--- config.mk ---
export PLATFORM = sky130hd
export DESIGN_NAME = sbcs_sequencer
export DESIGN_NICKNAME = d
export VERILOG_FILES = /design/src/core/sbcs_pkg.sv /design/src/core/sbcs_sequencer.sv
export SDC_FILE = /design/constraint.sdc
export NUM_CORES = 1
export LEC_CHECK = 0
export BUFFER_PORTS_ARGS = -buffer_cell sky130_fd_sc_hd__buf_4
export CELL_PAD_IN_SITES_DETAIL_PLACEMENT = 0
export CELL_PAD_IN_SITES_GLOBAL_PLACEMENT = 1
export CORE_MARGIN = 4
export CORE_UTILIZATION = 36
export CTS_BUF_LIST = sky130_fd_sc_hd__clkbuf_16
export DETAILED_ROUTE_END_ITERATION = 12
export PLACE_DENSITY = 0.88
export SLEW_MARGIN = 30
export SYNTH_ARGS = -nofsm -noshare
export SYNTH_HDL_FRONTEND = slang
export SYNTH_SLANG_ARGS = --single-unit
--- constraint.sdc ---
create_clock -name clk -period 2.8 [get_ports clk]
set_input_delay 0.28 -clock clk [delete_from_list [all_inputs] [get_ports clk]]
set_output_delay 0.28 -clock clk [all_outputs]
set_load 0.02 [all_outputs]
--- src/core/sbcs_pkg.sv ---
// package for the static bus cycle sequencer: widths, defaults, phase states and carriers
package sbcs_pkg;

   // zone selection codes
   localparam logic [1:0] ZONE_MEM0   = 2'h0;
   localparam logic [1:0] ZONE_MEM1   = 2'h1;
   localparam logic [1:0] ZONE_IO     = 2'h2;
   localparam logic [1:0] ZONE_NONE   = 2'h3;

   // address decode: zone base addresses (upper address bits)
   localparam logic [1:0] DEC_IO_TOP  = 2'h0;
   localparam logic [1:0] DEC_MEM1    = 2'h1;
   localparam int         DEC_MSB     = 15;
   localparam int         DEC_LSB     = 14;

   // timing counts in clocks
   localparam logic [2:0] WAIT_NONE   = 3'h0;
   localparam logic [1:0] HOLD_NONE   = 2'h0;

   // reset value of the early write setting and the I/O address mask
   localparam logic       EARLY_WRITE_RST = 1'h1;
   localparam logic [7:0] IO_ADDR_MASK    = 8'hFF;

   // per-zone timing configuration
   typedef struct packed {
      logic       fastReadEnable;
      logic       postIdleEnable;
      logic       zoneBusWidth;     // 1: 16-bit, 0: 8-bit
      logic       burstWaitEnable;
      logic       burstReadEnable;
      logic [1:0] holdCount;
      logic [2:0] waitCount;
   } sbcs_zone_cfg_t;

   localparam sbcs_zone_cfg_t ZONE_CFG_RST = '{1'b0, 1'b1, 1'b1, 1'b0, 1'b0, 2'h3, 3'h7};

   // core bus request
   typedef struct packed {
      logic        write;
      logic [1:0]  byteEn;          // bit0 low byte, bit1 high byte
      logic [15:0] addr;
      logic [15:0] wdata;
      logic        ioExpansion;      // access targets an I/O expansion port
      logic        portOnChip;       // some pin of that port is on-chip
      logic        portAllInputs;    // all pins of that port are inputs
   } sbcs_req_t;

   // bus phase states
   typedef enum logic [3:0] {
      ST_IDLE      = 4'h0,
      ST_ADDR      = 4'h1,
      ST_WAIT      = 4'h2,
      ST_DATA      = 4'h3,
      ST_BWAIT     = 4'h4,
      ST_BDATA     = 4'h5,
      ST_RELEASE   = 4'h6,
      ST_HOLD      = 4'h7,
      ST_FAST      = 4'h8,
      ST_GAP       = 4'h9
   } sbcs_state_t;

endpackage

--- src/core/sbcs_sequencer.sv ---
// static bus cycle sequencer: core transactions to external memory and I/O expansion cycles
//
// How it works
// - byte zone word read: burst or two reads
// - writes never burst; byte zone word writes split into two
// - byte zone uses low strobe only
// - early write bit gives three-clock write
// - early write first clock: address, no data
// - early write data and select at wait/data
// - early write release: select and strobes drop together
// - holds keep address/data, then data floats
// - idle clock between early write and read
// - late write: select with address first clock
// - late write data from wait, strobes end data
// - late write select drops first hold
// - normal read select first, strobe at wait
// - sample data by zone bus width
// - read select and strobe drop at hold
// - burst adds optional wait then data state
// - fast read takes single clock
// - fast read select drops after its clock
// - fast read ignores wait/hold; idle after write
// - wide fast read splits into single clocks
// - I/O cycles use I/O select, A0-7, except the second cycle of a split word, which drives the full address
// - idle before I/O cycle, no I/O burst
// - zero to seven waits after address phase
// - zero to three holds keep address valid
// - post idle on zone change
`timescale 1ns/10ps

module sbcs_sequencer
   import sbcs_pkg::*;
(
   // clock and reset
   input  wire logic                    clk,
   input  wire logic                    rst,
   // zone configuration
   input  wire sbcs_pkg::sbcs_zone_cfg_t memoryZoneConfig0,
   input  wire sbcs_pkg::sbcs_zone_cfg_t memoryZoneConfig1,
   input  wire sbcs_pkg::sbcs_zone_cfg_t ioZoneConfig,
   input  wire logic                    earlyWriteSelect,
   // core bus
   input  wire logic                    reqValid,
   input  wire sbcs_pkg::sbcs_req_t     req,
   output logic                         reqReady,
   output logic                         rdataValid,
   output logic [15:0]                  rdata,
   output logic                         reqDropped,
   // external bus
   output logic [15:0]                  extAddr,
   input  wire logic [15:0]             extDataIn,
   output logic [15:0]                  extDataOut,
   output logic [15:0]                  extDataOe,
   output logic [1:0]                   zoneSelect_n,
   output logic                         ioZoneSelect_n,
   output logic                         readStrobe_n,
   output logic                         lowByteWriteStrobe_n,
   output logic                         highByteWriteStrobe_n
);
   import sbcs_pkg::*;

   // decode an address to a zone
   function automatic logic [1:0] zoneOf(input sbcs_req_t r);
      if (r.ioExpansion)
         zoneOf = ZONE_IO;
      else if (r.addr[DEC_MSB:DEC_LSB] == DEC_MEM1)
         zoneOf = ZONE_MEM1;
      else
         zoneOf = ZONE_MEM0;
   endfunction

   // pick a zone's configuration
   function automatic sbcs_zone_cfg_t cfgOf(input logic [1:0] z);
      unique case (z)
         ZONE_MEM0: cfgOf = memoryZoneConfig0;
         ZONE_MEM1: cfgOf = memoryZoneConfig1;
         default:   cfgOf = ioZoneConfig;
      endcase
   endfunction

   sbcs_state_t    state_r;
   sbcs_req_t      cur_r;
   sbcs_zone_cfg_t cfg_r;
   logic [1:0]     zone_r;
   logic [1:0]     lastZone_r;
   logic           lastWrite_r;
   logic           lastEarly_r;
   logic           lastFast_r;
   logic           early_r;
   logic           secondHalf_r;      // second byte of a split word
   logic           splitPending_r;
   logic [2:0]     cnt_r;
   logic           selActive_r;
   logic           rdActive_r;
   logic [1:0]     wrActive_r;
   logic           drive_r;
   logic [15:0]    addr_r;
   logic [7:0]     lowByte_r;

   sbcs_zone_cfg_t newCfg;
   sbcs_zone_cfg_t lastCfg;          // settings of the zone that ran last
   logic [1:0]     newZone;
   logic           newFast;
   logic           needGap;
   logic           dropReq;
   logic           splitWord;
   logic           startOk;
   logic           lastPhase;

   // request classification
   assign newZone   = zoneOf(req);
   assign newCfg    = cfgOf(newZone);
   assign newFast   = !req.write && newCfg.fastReadEnable && newZone != ZONE_IO;
   assign dropReq   = req.ioExpansion && (req.portOnChip || (req.write && req.portAllInputs));
   assign splitWord = !newCfg.zoneBusWidth && (req.byteEn == 2'h3);
   assign lastCfg   = cfgOf(lastZone_r);
   // one idle clock covers all reasons together; overlaps never stack
   assign needGap   = (lastEarly_r && !req.write)
                    || (lastWrite_r && newFast)
                    || (newZone == ZONE_IO)
                    || (lastCfg.postIdleEnable && lastZone_r != ZONE_NONE
                        && lastZone_r != newZone);
   assign lastPhase = (state_r == ST_IDLE) || (state_r == ST_GAP);
   assign startOk   = lastPhase && !splitPending_r;
   assign reqReady  = startOk && !(needGap && state_r != ST_GAP && !dropReq);
   assign reqDropped = reqValid && reqReady && dropReq;

   // phase sequencing
   always_ff @(posedge clk or posedge rst)
   begin
      if (rst)
      begin
         state_r        <= ST_IDLE;
         cur_r          <= '0;
         cfg_r          <= ZONE_CFG_RST;
         zone_r         <= ZONE_NONE;
         lastZone_r     <= ZONE_NONE;
         lastWrite_r    <= 1'b0;
         lastEarly_r    <= 1'b0;
         lastFast_r     <= 1'b0;
         early_r        <= EARLY_WRITE_RST;
         secondHalf_r   <= 1'b0;
         splitPending_r <= 1'b0;
         cnt_r          <= WAIT_NONE;
         addr_r         <= '0;
      end
      else
      begin
         unique case (state_r)
            ST_IDLE, ST_GAP:
            begin
               if (splitPending_r)
               begin
                  // second separate cycle of a split word
                  splitPending_r <= 1'b0;
                  secondHalf_r   <= 1'b1;
                  addr_r         <= cur_r.addr | 16'h0001;
                  state_r        <= lastFast_r ? ST_FAST : ST_ADDR;
               end
               else if (reqValid && reqReady && !dropReq)
               begin
                  cur_r        <= req;
                  cfg_r        <= newCfg;
                  zone_r       <= newZone;
                  early_r      <= earlyWriteSelect;
                  secondHalf_r <= 1'b0;
                  addr_r       <= (newZone == ZONE_IO) ? {8'h00, req.addr[7:0] & IO_ADDR_MASK} : req.addr;
                  state_r      <= newFast ? ST_FAST : ST_ADDR;
                  // writes never burst; reads burst only when enabled and not I/O
                  splitPending_r <= splitWord && (req.write || newFast || !newCfg.burstReadEnable
                                    || newZone == ZONE_IO);
               end
               else if (reqValid && reqReady && dropReq)
                  state_r <= ST_IDLE;
               else if (reqValid && needGap && state_r == ST_IDLE)
                  state_r <= ST_GAP;
               else
                  state_r <= ST_IDLE;
               if (state_r == ST_GAP || (reqValid && reqReady))
               begin
                  lastEarly_r <= 1'b0;
                  lastWrite_r <= 1'b0;
               end
            end
            ST_ADDR:
            begin
               cnt_r   <= cfg_r.waitCount;
               state_r <= (cfg_r.waitCount != WAIT_NONE) ? ST_WAIT : ST_DATA;
            end
            ST_WAIT:
            begin
               cnt_r <= cnt_r - 3'h1;
               if (cnt_r == 3'h1)
                  state_r <= ST_DATA;
            end
            ST_DATA:
            begin
               cnt_r <= {1'b0, cfg_r.holdCount};
               if (!cur_r.write && splitWordCur() && !splitPending_r && !secondHalf_r)
               begin
                  addr_r  <= cur_r.addr | 16'h0001;
                  state_r <= cfg_r.burstWaitEnable ? ST_BWAIT : ST_BDATA;
               end
               else if (cur_r.write && early_r)
                  state_r <= ST_RELEASE;
               else
                  state_r <= (cfg_r.holdCount != HOLD_NONE) ? ST_HOLD : ST_IDLE;
            end
            ST_BWAIT:
               state_r <= ST_BDATA;
            ST_BDATA:
               state_r <= (cfg_r.holdCount != HOLD_NONE) ? ST_HOLD : ST_IDLE;
            ST_RELEASE:
            begin
               cnt_r   <= {1'b0, cfg_r.holdCount};
               state_r <= (cfg_r.holdCount != HOLD_NONE) ? ST_HOLD : ST_IDLE;
            end
            ST_HOLD:
            begin
               cnt_r <= cnt_r - 3'h1;
               if (cnt_r == 3'h1)
                  state_r <= ST_IDLE;
            end
            ST_FAST:
               state_r <= ST_IDLE;
            default:
               state_r <= ST_IDLE;
         endcase
         // history for idle insertion, taken at the end of each cycle
         if (!lastPhase && nextIsIdle())
         begin
            lastZone_r  <= zone_r;
            lastWrite_r <= cur_r.write;
            lastEarly_r <= cur_r.write && early_r;
            lastFast_r  <= state_r == ST_FAST;
         end
      end
   end

   // word larger than zone width in flight
   function automatic logic splitWordCur();
      splitWordCur = !cfg_r.zoneBusWidth && cur_r.byteEn == 2'h3;
   endfunction

   // true on the final clock of a bus cycle
   function automatic logic nextIsIdle();
      unique case (state_r)
         ST_FAST, ST_BDATA: nextIsIdle = cfg_r.holdCount == HOLD_NONE || state_r == ST_FAST;
         ST_HOLD:           nextIsIdle = cnt_r == 3'h1;
         ST_RELEASE:        nextIsIdle = cfg_r.holdCount == HOLD_NONE;
         ST_DATA:           nextIsIdle = cfg_r.holdCount == HOLD_NONE && !(cur_r.write && early_r)
                                         && !(!cur_r.write && splitWordCur() && !splitPending_r && !secondHalf_r);
         default:           nextIsIdle = 1'b0;
      endcase
   endfunction

   // strobes, select and data drive; outputs change on the clock that enters each phase
   always_ff @(posedge clk or posedge rst)
   begin
      if (rst)
      begin
         selActive_r <= 1'b0;
         rdActive_r  <= 1'b0;
         wrActive_r  <= 2'h0;
         drive_r     <= 1'b0;
      end
      else
      begin
         unique case (state_r)
            ST_IDLE, ST_GAP:
            begin
               // select may stay on into a back-to-back same zone cycle
               selActive_r <= selActive_r && reqValid && reqReady && !dropReq && newZone == zone_r
                              && !(req.write && earlyWriteSelect);
               rdActive_r  <= 1'b0;
               wrActive_r  <= 2'h0;
               drive_r     <= 1'b0;
               if ((reqValid && reqReady && !dropReq) || splitPending_r)
               begin
                  if (splitPending_r ? lastFast_r : newFast)
                  begin
                     selActive_r <= 1'b1;
                     rdActive_r  <= 1'b1;
                  end
                  else if (splitPending_r ? (cur_r.write && early_r) : (req.write && earlyWriteSelect))
                     selActive_r <= 1'b0;
                  else
                     selActive_r <= 1'b1;
               end
            end
            ST_ADDR:
            begin
               if (cur_r.write)
               begin
                  wrActive_r  <= writeLanes();
                  drive_r     <= 1'b1;
                  selActive_r <= 1'b1;
               end
               else
                  rdActive_r  <= 1'b1;
            end
            ST_DATA, ST_BDATA:
            begin
               if (cur_r.write && early_r && state_r == ST_DATA)
               begin
                  selActive_r <= 1'b0;
                  wrActive_r  <= 2'h0;
               end
               else if (!nextIsIdle() && state_r == ST_DATA && !cur_r.write
                        && splitWordCur() && !secondHalf_r && !splitPending_r)
                  rdActive_r  <= 1'b1;
               else
               begin
                  wrActive_r  <= 2'h0;
                  rdActive_r  <= 1'b0;
                  if (cfg_r.holdCount != HOLD_NONE)
                     selActive_r <= 1'b0;
                  else
                     drive_r     <= 1'b0;
               end
            end
            ST_RELEASE, ST_HOLD:
            begin
               selActive_r <= 1'b0;
               wrActive_r  <= 2'h0;
               rdActive_r  <= 1'b0;
               // with no hold the release phase is the last one, so data floats after it
               if (state_r == ST_HOLD ? cnt_r == 3'h1 : cfg_r.holdCount == HOLD_NONE)
                  drive_r  <= 1'b0;
            end
            ST_FAST:
            begin
               rdActive_r  <= 1'b0;
               selActive_r <= 1'b0;
            end
            default:
            begin
               selActive_r <= selActive_r;
            end
         endcase
      end
   end

   // lanes to strobe: the request's lanes in a wide zone, the low lane only in a narrow one
   function automatic logic [1:0] writeLanes();
      if (!cfg_r.zoneBusWidth)
         writeLanes = 2'h1;
      else
         writeLanes = cur_r.byteEn;
   endfunction

   // data to put on the bus; a narrow zone always carries its byte on the low lane
   function automatic logic [15:0] writeData();
      if (!cfg_r.zoneBusWidth)
         writeData = {8'h00, (secondHalf_r || cur_r.byteEn == 2'h2) ? cur_r.wdata[15:8] : cur_r.wdata[7:0]};
      else
         writeData = cur_r.wdata;
   endfunction

   // read capture at the end of data and burst data phases
   always_ff @(posedge clk or posedge rst)
   begin
      if (rst)
      begin
         rdataValid <= 1'b0;
         rdata      <= '0;
         lowByte_r  <= '0;
      end
      else
      begin
         rdataValid <= 1'b0;
         if (!cur_r.write && (state_r == ST_DATA || state_r == ST_BDATA || state_r == ST_FAST))
         begin
            if (cfg_r.zoneBusWidth)
            begin
               rdata      <= extDataIn;
               rdataValid <= 1'b1;
            end
            else if (splitWordCur() && !secondHalf_r && state_r != ST_BDATA)
               lowByte_r  <= extDataIn[7:0];
            else if (splitWordCur())
            begin
               rdata      <= {extDataIn[7:0], lowByte_r};
               rdataValid <= 1'b1;
            end
            else
            begin
               rdata      <= (cur_r.byteEn == 2'h2) ? {extDataIn[7:0], 8'h00} : {8'h00, extDataIn[7:0]};
               rdataValid <= 1'b1;
            end
         end
      end
   end

   // pin drive from registered phase state
   assign extAddr               = addr_r;
   assign extDataOut            = drive_r ? writeData() : 16'h0000;
   assign extDataOe             = drive_r ? (cfg_r.zoneBusWidth ? {{8{cur_r.byteEn[1]}}, {8{cur_r.byteEn[0]}}}
                                                                : 16'h00FF) : 16'h0000;
   assign zoneSelect_n[0]       = !(selActive_r && zone_r == ZONE_MEM0);
   assign zoneSelect_n[1]       = !(selActive_r && zone_r == ZONE_MEM1);
   assign ioZoneSelect_n        = !(selActive_r && zone_r == ZONE_IO);
   assign readStrobe_n          = !rdActive_r;
   assign lowByteWriteStrobe_n  = !wrActive_r[0];
   assign highByteWriteStrobe_n = !wrActive_r[1];

endmodule

Word level (Yosys, flattened, before mapping). Cells that the tools add are included.

Add/sub/neg operators: 1. Multipliers: 0. Div/mod/pow operators: 0. Magnitude comparators: 0. Equality and inequality tests: 38. Shifts and indexed selects: 0. Multiplexer cells: 74. Bitwise logic cells: 2. Reduce and logical (&&, ||, !) cells: 114.

Operator list (count): two-way mux 16 bit (12); logical AND 1 bit (45); two-way mux 1 bit (35); two-way mux 4 bit (8); one-hot mux 16 bit (2 select lines) (1); one-hot mux 4 bit (7 select lines) (1); inequality test 2 bit (second input constant) (12); logical NOT 1 bit (20); one-hot mux 10 bit (2 select lines) (1); one-hot mux 9 bit (2 select lines) (1); equality test 4 x 3 -> 1 bit (second input constant) (4); one-hot mux 1 bit (4 select lines) (4); AND reduction 3 bit (5); logical OR 1 bit (14); OR reduction 2 bit (7); equality test 2 bit (second input constant) (5); two-way mux 2 bit (5); nonzero test 2 bit (5); two-way mux 3 bit (3); inequality test 3 bit (second input constant) (3); one-hot mux 3 bit (3 select lines) (1); nonzero test 3 bit (3); equality test 2 x 1 -> 1 bit (second input constant) (4); equality test 4 x 2 -> 1 bit (second input constant) (2); other kinds (19) (28).

Register bits: 105. Latch bits: 0. RAM bits: 0. Bits in read-only memories: 0. Bits of input ports: 88. Output and inout bits: 73. Logic and storage cells: 255. Memories: 0.

Longest topological paths before layout. Gate-level depths: netlist (run 1).

Depth in word-level cells: 21. Depth in mapped cells: 8. Depth with buffers taken out: 7.

Worst setup path after synthesis (run 1). Ideal clock, no wire load.

Path type: register to register. Start point: register state_r[1]. End point: register cur_r[3] (netlist name). Setup time: 0.125 ns. Arrival time: 2.135 ns. Data required time: 2.675 ns. Setup slack: 0.540 ns. Stages on the path, launching flop included: 9. Buffers on the path: 3. Period minus slack after synthesis: 2.260 ns. Cell sequence: dfrtp_1 nand2b_1 or3_1 clkbuf_1 a221oi_4 and2_1 buf_4 buf_6 mux2_2.

Cells in the longest elaborated chain, start to end: 8. Elaborated cells on any way between the ends: 13. Classes of those cells: eq/ne: 2; reduce/logical: 11.

Ends and longest elaborated chain: start: declaration (RTL line sbcs_sequencer.sv:81) `sbcs_state_t state_r;`; start signal: assignment (RTL line sbcs_sequencer.sv:158) `state_r <= lastFast_r ? ST_FAST : ST_ADDR;`; start signal: assignment (RTL line sbcs_sequencer.sv:168) `state_r <= newFast ? ST_FAST : ST_ADDR;`; start signal: assignment (RTL line sbcs_sequencer.sv:188) `state_r <= (cfg_r.waitCount != WAIT_NONE) ? ST_WAIT : ST_DATA;`; inequality test 4 bit (RTL line sbcs_sequencer.sv:125) `assign reqReady = startOk && !(needGap && state_r != ST_GAP && !dropReq);`; logical AND 1 bit (2 in series) (RTL line sbcs_sequencer.sv:125); logical NOT 1 bit (RTL line sbcs_sequencer.sv:125); logical AND 1 bit (RTL line sbcs_sequencer.sv:125); logical AND 1 bit (2 in series) (RTL line sbcs_sequencer.sv:160) `else if (reqValid && reqReady && !dropReq)`; AND reduction 3 bit (no source line) *; end signal: assignment (RTL line sbcs_sequencer.sv:162) `cur_r <= req;`; end: declaration (RTL line sbcs_sequencer.sv:82) `sbcs_req_t cur_r;`.

Mark *: on every way between the ends. The rest lies on a longest branch, timed or not. A chain may end at the register's enable or synchronous reset.

Worst setup path after layout (run 1).
Start point: register lastZone_r[0]. End point: output reqReady.

Cells in the longest elaborated chain, start to end: 9. Elaborated cells on any way between the ends: 12. Classes of those cells: eq/ne: 3; mux: 1; reduce/logical: 8.

Ends and longest elaborated chain: start: declaration (RTL line sbcs_sequencer.sv:85) `logic [1:0] lastZone_r;`; start signal: assignment (RTL line sbcs_sequencer.sv:232) `lastZone_r <= zone_r;`; equality test 2 x 1 -> 1 bit or logical NOT 2 bit (tied branches) (RTL line sbcs_sequencer.sv:74) `unique case (z)`; one-hot mux 9 bit (2 select lines) (RTL line sbcs_sequencer.sv:74); logical AND 1 bit (RTL line sbcs_sequencer.sv:121) `|| (lastCfg.postIdleEnable && lastZone_r != ZONE_NONE`; logical AND 1 bit * (RTL line sbcs_sequencer.sv:122) `&& lastZone_r != newZone);`; logical OR 1 bit * (RTL line sbcs_sequencer.sv:121); logical AND 1 bit * (2 in series) (RTL line sbcs_sequencer.sv:125); logical NOT 1 bit * (RTL line sbcs_sequencer.sv:125); logical AND 1 bit * (RTL line sbcs_sequencer.sv:125); end: declaration (RTL line sbcs_sequencer.sv:45) `output logic reqReady,`.

Marks and branches as above.

==> results of run 1 <==
## how the worst min path moves through the flow
stage	start	end	cells past startpoint
after floorplan	req[27]	cur_r[27]	2
after global placement	rdata[10]	rdata[10]	2
after detailed placement	rdata[15]	rdata[15]	2
after CTS	rst	rdata[6]	3
after global routing	rst	extAddr[10]	3
final	rst	extAddr[8]	3
## metal layers
layer | GRT usage (%) | share of wire, % | routed length, um | up-vias
li1 | - | - | - | 2315
met1 | 23.7 | 45 | 7040 | 2370
met2 | 28.0 | 47 | 7360 | 184
met3 | 3.40 | 6.6 | 1040 | 21
met4 | 6.17 | 1.7 | 270 | 0
met5 | 0 | 0 | 0 | -
## cells in the mapped netlist (7+ instances only)
cell type,count
dfrtp_1,93
mux2_2,65
o21ai_0,48
nand2_1,40
nand3_1,30
a21oi_1,27
nor2_1,25
inv_1,23
clkbuf_1,22
and3_1,18
mux2i_1,18
buf_4,16
dfstp_2,11
nand2b_1,11
o22ai_1,9
a22oi_1,8
nand3b_1,7
## registers in the layout, summed over array words and instances (netlist names), 2 cells and up
name and flops:
cfg_r 7, lastZone_r 2, cnt_r 3, wrActive_r 2
lowByte_r 8, cur_r 34, zone_r 2, state_r 4
rdata 16, extAddr 16
## worst max-delay path, stage by stage (launching register included)
cell	delay, ns
dfstp_2	0.38
or3b_2	0.46
mux2i_1	0.32
a311o_1	0.29
a211oi_1	0.12
buf_4	0.18
## per-stage QoR
| step | hold slack [ns] | instances | power (uW) | setup slack [ns] |
|---|---|---|---|---|
| finish | 0.0811 | 926 | 7950 | 0.396 |
| global route | 0.130 | 926 | 8510 | 0.291 |
| CTS | 0.105 | 926 | 8020 | 0.408 |
| detailed placement | 0.473 | 910 | 6670 | 0.335 |
| global placement | 0.465 | 910 | 6520 | 0.435 |
| floorplan | 0.419 | 564 | 5270 | 0.540 |
## power breakdown
part / leakage [uW] / switching [uW] / internal [uW]
clock: 0.000154 / 670 / 652
sequential: 0.00127 / 498 / 2260
combinational: 0.00204 / 2110 / 1760
total: 0.00346 / 3280 / 4670
## cell usage in the layout, fill, tap and decap left out, types with 4 or more instances in the layout
cell type	count
a211oi_1	6
a21oi_1	27
a22oi_1	8
a31oi_1	5
and3_1	18
buf_4	180
clkbuf_16	9
dfrtp_1	93
dfstp_2	11
inv_1	22
inv_8	4
mux2_2	65
mux2i_1	18
nand2_1	40
nand2b_1	11
nand3_1	30
nand3b_1	7
nor2_1	25
nor2b_1	4
nor3_1	5
o21ai_0	48
o22ai_1	9
## cells by family (layout without fill, tap and decap cells)
logic type / after synthesis / after routing / synth area share (%)
fa+ha+maj: 2 / 2 / 0.441
xor+xnor: 3 / 3 / 0.463
flops: 104 / 104 / 46.1
simple gates: 162 / 162 / 15.0
compound gates: 138 / 138 / 15.8
buf+inv: 72 / 223 / 6.15
mux: 83 / 83 / 16.1
## layout make-up
type | count | area (um^2)
Clock buffer | 9 | 225
Inverter | 25 | 97.6
Tap cell | 211 | 264
Multi-Input combinational cell | 388 | 2720
Fill cell | 1435 | 7920
Sequential cell | 104 | 2620
Timing Repair Buffer | 182 | 1390
Clock inverter | 7 | 86.3
==> impl_metrics.py, run 1 <==
metrics = {
    "run_status": {
        "status": "finished, final reports clean",
    },
    "clock_network": {
        "clkTransAtPathRegs_ns": 0.08,
        "clk_latency_ns": 0.36,
        "post_cts_buffers": 0,
        "cts.repair.resized": 0,
        "cts-root-buf": "clkbuf_16",
        "clockBufferDepth": 2,
        "clock-sinks": 104,
        "cts_tree": "built",
        "htreeDepth": 3,
        "cts.hold.buffers_added": 0,
        "numCtsBuffers": 9,
    },
    "floorplanning": {
        "start_util_pct": 37.0,
        "die_y_um": 134,
        "dieWidth_um": 134,
        "design.die.area_um2": 17800,
        "coreArea_um2": 15300,
        "fp-row-count": 45,
        "ios": 161,
    },
    "routing": {
        "drtIter0Drc": 316,
        "first_pass_iters": 7,
        "drt_wl_total_um": 15700,
        "drc": 0,
        "vias": 4890,
        "postRouteAntennaNets": 0,
        "via_per_inst": 5.28,
        "wire_per_inst_um": 17.0,
    },
    "synth": {
        "seq_area_frac_synth_pct": 46.1,
        "syn_nets": 654,
        "yosysWarnings": 0,
        "syn_avg_cell_area_um2": 10.1,
        "synth_top_area_cell": "dfrtp_1",
        "synthTopCellsByArea": "dfrtp_1 (41%), mux2_2 (13%), dfstp_2 (5.1%), o21ai_0 (4.2%), mux2i_1 (3.2%)",
        "ys_ff_latch": 104,
        "ys.flop_type": "dfrtp_1",
        "async_reset_ff_share_pct": 100,
        "yosys.area.top_type_share_pct": 41.0,
        "synth.cell_area_um2": 5670,
        "synthDistinctLibCells": 64,
        "synth_edf_count": 0,
        "syn-instance-count": 564,
    },
    "cells_and_area": {
        "fin_area_um2": 7400,
        "final_util_pct": 48.3,
        "antenna-diode-count": 0,
        "area_growth_pct": 30.4,
        "final_nets": 800,
        "post_route_cells_drive_above_1_share_pct": 40.1,
    },
    "placed_design": {
        "port_buffers": 158,
        "place_area_um2": 7090,
        "dp_hpwl_um": 11700,
        "place_congestion": 0.853,
    },
    "global_route": {
        "grt_usage_pct": 17.5,
        "grt_pass1_vias": 4947,
        "grt_pass1_wl_um": 25300,
        "grt_start_max_net_pins": 105,
        "overflow": 0,
        "antenna_found_initial": 0,
    },
    "setup_path": {
        "cp-end-kind": "primary output",
        "arrival_ns": 2.12,
        "critPathLaunchType": "flop",
        "critPathRequiredTime_ns": 2.52,
        "rr_endpoint": "extAddr[9]",
        "endpoint": "reqReady",
        "rr_startpoint": "lastZone_r[0]",
        "crit_fanout": 5,
        "path_class": "flop to primary output",
        "r2r_slack_ns": 0.44,
        "cp-startpoint": "lastZone_r[0]",
        "reg2regPathDepth": 7,
    },
    "timing": {
        "slew_violations": 0,
        "slew_headroom_pct": 53.7,
        "setup_viol": 0,
        "period_needed_ns": 2.40,
        "worst_slew_pin_slew_ns": 0.692,
        "period_share_pct": 85.8,
        "hold_viol": 0,
        "fmax_mhz": 416,
        "rsz0062_at_grt": "false",
        "fin_skew_ns": 0.00967,
        "tns_ns": 0,
    },
    "power_and_ir_drop": {
        "p_leak_uw": 0.00346,
        "power_per_cell_area_nw_per_um2": 1070,
        "vdd_ir_drop_max_mv": 0.500,
    },
    "hold_path": {
        "holdCritPathClass": "primary input to asynchronous set/reset pin",
    },
    "job": {
        "drv_cap": 0,
    },
}
No activity file was read; power rests on OpenSTA's default activity.
==> run 2: changes to the inputs <==
Settings changed: ABC_AREA from default to 1, CORE_UTILIZATION 36 to 37, PLACE_DENSITY 0.88 to 0.91.
Clock period 2.8 ns to 2.6 ns, I/O delays scaled along.
==> impl_metrics.py, run 2 <==
metrics = {
    "synth": {
        "synth_top_area_cell": "dfrtp_1",
        "syn_avg_cell_area_um2": 7.83,
        "synthTopCellsByArea": "dfrtp_1 (43%), nand2_1 (16%), o21ai_0 (6.1%), dfstp_2 (5.4%), inv_1 (4.8%)",
        "syn_nets": 778,
        "synth.cell_area_um2": 5390,
        "synth_edf_count": 0,
        "ys.flop_type": "dfrtp_1",
        "seq_area_frac_synth_pct": 48.5,
        "syn-instance-count": 688,
        "ys_ff_latch": 104,
        "synthDistinctLibCells": 42,
        "async_reset_ff_share_pct": 100,
        "yosysMostFrequentCell": "nand2_1",
        "yosys.area.top_type_share_pct": 43.2,
        "synth_common_cells": "nand2_1 (225), dfrtp_1 (93), inv_1 (69), o21ai_0 (66), nor2_1 (42)",
        "yosysWarnings": 0,
    },
    "floorplanning": {
        "die_y_um": 129,
        "design.die.area_um2": 16600,
        "start_util_pct": 38.2,
        "dieWidth_um": 129,
        "coreArea_um2": 14100,
        "ios": 161,
        "fp-row-count": 43,
    },
    "clock_network": {
        "clk_latency_ns": 0.35,
        "cts-root-buf": "clkbuf_16",
        "cts_tree": "built",
        "numCtsBuffers": 9,
        "cts.repair.resized": 0,
        "clkTransAtPathRegs_ns": 0.07,
        "htreeDepth": 3,
        "clockBufferDepth": 2,
        "clock-sinks": 104,
    },
    "global_route": {
        "grt_usage_pct": 17.6,
        "antenna_found_initial": 0,
        "grt_pass1_wl_um": 23600,
        "grt_start_max_net_pins": 48,
        "grt_pass1_vias": 4723,
        "overflow": 0,
    },
    "power_and_ir_drop": {
        "power.total_uw": 7850,
        "vdd_ir_drop_max_mv": 0.556,
        "power_per_cell_area_nw_per_um2": 1120,
        "p_leak_uw": 0.00360,
    },
    "setup_path": {
        "critPathLaunchType": "flop",
        "reg2regPathDepth": 7,
        "path_class": "flop to primary output",
        "cp-startpoint": "state_r[3]",
        "crit_fanout": 5,
        "critPathRequiredTime_ns": 2.34,
        "rr_startpoint": "cur_r[35]",
        "cp-end-kind": "primary output",
        "rr_endpoint": "extAddr[9]",
        "r2r_slack_ns": 0.48,
        "endpoint": "reqReady",
        "arrival_ns": 1.96,
    },
    "timing": {
        "hold_viol": 0,
        "slew_violations": 0,
        "setup_ws_ns": 0.379,
        "slew_headroom_pct": 59.5,
        "tns_ns": 0,
        "fmax_mhz": 450,
        "setup_viol": 0,
        "period_share_pct": 85.4,
        "rsz0062_at_grt": "false",
        "hold_ws_ns": 0.107,
        "worst_slew_pin_slew_ns": 0.608,
        "fin_skew_ns": 0.0129,
        "period_needed_ns": 2.22,
    },
    "cells_and_area": {
        "area_growth_pct": 30.1,
        "final-seq-area_um2": 2620,
        "fin_area_um2": 7010,
        "final_nets": 922,
        "antenna-diode-count": 0,
        "mostFrequentLayoutCells": "nand2_1 (225), buf_4 (167), dfrtp_1 (93)",
        "post_route_cells_drive_above_1_share_pct": 27.2,
        "multi_input_area_um2": 2260,
        "largest_reg_flops": 34,
        "final.fill_count": 1426,
        "regMostFlops": "cur_r",
        "final_common_cell": "nand2_1",
    },
    "routing": {
        "drtIter0Drc": 322,
        "wire_per_inst_um": 14.3,
        "via_per_inst": 4.85,
        "postRouteAntennaNets": 0,
        "drt_wl_total_um": 14500,
        "drc": 0,
        "first_pass_iters": 4,
        "vias": 4932,
    },
    "job": {
        "drv_cap": 0,
    },
    "hold_path": {
        "holdCritPathClass": "primary input to flop",
        "hp-start": "req[6]",
    },
    "run_status": {
        "status": "finished, final reports clean",
    },
    "placed_design": {
        "dp_hpwl_um": 11100,
        "port_buffers": 158,
        "place_area_um2": 6710,
        "place_ws_ns": 0.450,
        "place_congestion": 0.872,
    },
}
==> run 2: cell count changes in the layout (fill, tap and decap cells not counted), moves of 13 or more <==
| cell | change |
|---|---|
| and3_1 | -18 |
| buf_4 | -13 |
| inv_1 | +47 |
| mux2_2 | -59 |
| mux2i_1 | -18 |
| nand2_1 | +185 |
| nor2_1 | +17 |
| o21ai_0 | +18 |
==> run 2: where the power goes <==
part	leakage (uW)	total, uW	switching (uW)	internal, uW
logic	0.00222	3690	2280	1410
registers	0.00124	2820	407	2410
clock network	0.000142	1340	597	739
total	0.00360	7850	3290	4560
==> run 2: worst max-delay path, stage by stage, from the launching register on <==
cell	delay, ns
dfrtp_1	0.43
nor2_1	0.22
nand2_1	0.15
nand2_2	0.15
inv_2	0.08
nor2_4	0.13
a21boi_0	0.27
buf_4	0.20
==> run 2: cell type report <==
cell class              instances  area share (%)
clock buffers                   9            3.21
clock inverters                 7           0.892
inverters                      78            4.30
multi-input cells             468            32.2
flip-flops and latches        104            37.3
well taps                     180            3.21
repair buffers                171            18.9
==> run 2: kinds of logic (layout without fill, tap and decap cells) <==
| kind of cell | count (synthesis) | after routing | share of synthesized area, % |
|---|---|---|---|
| AOI/OAI and AO/OA | 136 | 136 | 13.8 |
| xor gates and xnor gates | 1 | 1 | 0.163 |
| adders and majority gates | 2 | 2 | 0.464 |
| buffers and inverters | 116 | 265 | 9.71 |
| DFF | 104 | 104 | 48.5 |
| muxes | 6 | 6 | 1.25 |
| and+or+nand+nor | 323 | 323 | 26.0 |
==> run 2: worst min-delay path by stage <==
stage | endpoint | slack, ns | cells past startpoint
after floorplan | early_r | 0.35 | 2
after global placement | cur_r[12] | 0.28 | 2
after detailed placement | cur_r[16] | 0.29 | 2
after CTS | cur_r[7] | 0.1 | 3
after global routing | cur_r[3] | 0.11 | 3
final | cur_r[6] | 0.11 | 3
==> run 2: stage by stage <==
stage,std cells,util [%]
after global routing,1017,49.7
after CTS,1017,49.7
final,1017,49.7
after global placement,1000,47.6
after floorplan,688,-
after detailed placement,1000,47.6
==> run 2: routing by layer <==
metal	GRT usage, %	share of wire, %	wire length (um)
met5	0	0	0
met4	5.62	1.9	271
met3	3.99	5.4	784
met2	28.1	49	7070
met1	23.9	44	6420
==> run 2: what timing repair did <==
action,CTS,global route
endpoints found under the hold margin,15,0
setup buffers,0,0
hold buffers,1,0
==> run 3: changes to the inputs <==
Settings changed: BUFFER_PORTS_ARGS -buffer_cell sky130_fd_sc_hd__buf_4 to -buffer_cell sky130_fd_sc_hd__buf_2.
==> impl_metrics.py, run 3 (synthesized netlist as in run 2, its figures left out) <==
metrics = {
    "power_and_ir_drop": {
        "power_per_cell_area_nw_per_um2": 1150,
        "p_comb_share_pct": 45.0,
        "intPower_uw": 4330,
        "pwr-share-clk_pct": 17.6,
        "vdd_ir_drop_max_mv": 0.703,
        "switchingPower_uw": 3270,
        "power_frac_seq_pct": 37.4,
        "swShare_pct": 43.1,
        "power.total_uw": 7600,
        "p_leak_uw": 0.00349,
    },
    "cells_and_area": {
        "final_nets": 920,
        "largest_reg_flops": 34,
        "antenna-diode-count": 0,
        "mostFrequentLayoutCells": "nand2_1 (225), buf_2 (158), dfrtp_1 (93)",
        "final.fill_count": 1463,
        "post_route_cells_drive_above_1_share_pct": 27.1,
        "final_common_cell": "nand2_1",
        "area_growth_pct": 22.4,
        "regMostFlops": "cur_r",
    },
    "global_route": {
        "grt_pass1_wl_um": 23700,
        "use_met1_pct": 22.3,
        "grt_start_max_net_pins": 39,
        "overflow": 0,
        "antenna_found_initial": 2,
        "grt.busiest_layer": "met2",
        "use_met3_pct": 5.48,
        "grt_pass1_vias": 4849,
        "grt_util_met2_pct": 29.1,
        "grt_usage_pct": 17.7,
    },
    "placed_design": {
        "place_congestion": 0.843,
        "dp_hpwl_um": 11000,
        "port_buffers": 158,
    },
    "floorplanning": {
        "die_y_um": 129,
        "design.die.area_um2": 16600,
        "dieWidth_um": 129,
        "coreArea_um2": 14100,
        "start_util_pct": 38.2,
        "ios": 161,
        "fp-row-count": 43,
    },
    "timing": {
        "rsz0062_at_grt": "false",
        "hold_viol": 0,
        "hold_ws_ns": 0.0133,
        "slew_violations": 0,
        "slew_headroom_pct": 53.2,
        "period_share_pct": 85.7,
        "tns_ns": 0,
        "worst_slew_pin_slew_ns": 0.700,
        "setup_viol": 0,
        "period_needed_ns": 2.23,
        "fmax_mhz": 449,
        "fin_skew_ns": 0.00711,
    },
    "clock_network": {
        "clkTransAtPathRegs_ns": 0.07,
        "clockBufferDepth": 2,
        "clock-sinks": 104,
        "cts.repair.resized": 0,
        "htreeDepth": 3,
        "cts-root-buf": "clkbuf_16",
        "numCtsBuffers": 9,
        "cts.hold.buffers_added": 0,
        "clk_latency_ns": 0.35,
        "post_cts_buffers": 0,
        "cts_tree": "built",
    },
    "hold_path": {
        "holdCritPathClass": "primary input to asynchronous set/reset pin",
    },
    "setup_path": {
        "reg2regPathDepth": 8,
        "rr_startpoint": "cfg_r[7]",
        "arrival_ns": 1.97,
        "cp-end-kind": "primary output",
        "critPathLaunchType": "flop",
        "critPathRequiredTime_ns": 2.34,
        "rr_endpoint": "extAddr[10]",
        "crit_fanout": 16,
        "r2r_slack_ns": 0.45,
        "path_class": "flop to primary output",
    },
    "routing": {
        "via_per_inst": 4.92,
        "drt_wl_total_um": 14400,
        "wire_per_inst_um": 14.2,
        "first_pass_iters": 5,
        "postRouteAntennaNets": 0,
        "vias": 4991,
        "drc": 0,
        "drtIter0Drc": 209,
    },
    "job": {
        "drv_cap": 0,
    },
    "run_status": {
        "status": "finished, final reports clean",
    },
}
run 3: changes by cell type in the layout (fill, tap and decap cells not counted):
cell	change
clkinv_4	+1
dlygate4sd3_1	-1
inv_1	+1
buf_2	+158
buf_4	-159
clkinvlp_4	-1
clkinv_2	-1
run 3: area by class of cell:
cell class	instances	area, um^2	share of cell area, %
Sequential cell	104	2620	39.7
Multi-Input combinational cell	468	2260	34.2
Timing Repair Buffer	169	911	13.8
Inverter	78	302	4.57
Clock buffer	9	225	3.41
Tap cell	180	225	3.41
Clock inverter	7	62.6	0.948
run 3: worst max-delay path by stage:
| stage | startpoint | to | slack [ns] | cells after the start |
|---|---|---|---|---|
| detailed placement | req[2] | state_r[0] | 0.40 | 18 |
| global route | cfg_r[7] | extDataOut[3] | 0.18 | 6 |
| floorplan | cfg_r[7] | extDataOe[10] | 0.53 | 4 |
| finish | cfg_r[7] | extDataOut[0] | 0.37 | 6 |
| CTS | cfg_r[7] | extDataOut[3] | 0.39 | 6 |
| global placement | cfg_r[7] | extDataOut[0] | 0.36 | 6 |
run 3: per-layer routing:
metal	share of wire, %	up-vias	routed length [um]
li1	-	2494	-
met1	43	2361	6150
met2	49	111	7110
met3	5.8	21	830
met4	1.8	4	255
met5	0.15	-	21
run 3: power by group through the flow:
stage | logic [uW] | registers (uW) | clock network (uW)
floorplan | 2210 | 3060 | 0
global placement | 3390 | 2830 | 0
detailed placement | 3450 | 2860 | 0
CTS | 3460 | 2840 | 1370
global route | 3870 | 2940 | 1440
finish | 3420 | 2840 | 1340
run 3: critical path: stages (launching register included):
cell,delay [ns]
dfstp_2,0.45
inv_2,0.10
nand2_2,0.08
o22ai_2,0.44
o21ai_0,0.15
a21oi_1,0.18
buf_2,0.20
run 3: stage by stage:
| stage | utilization (%) | setup slack (ns) | cells | cell area [um^2] |
|---|---|---|---|---|
| after floorplan | - | 0.533 | 688 | 5390 |
| after global placement | 44.7 | 0.359 | 999 | 6300 |
| after detailed placement | 44.8 | 0.399 | 999 | 6310 |
| after CTS | 46.8 | 0.394 | 1015 | 6600 |
| after global routing | 46.8 | 0.176 | 1015 | 6600 |
| final | 46.8 | 0.372 | 1015 | 6600 |
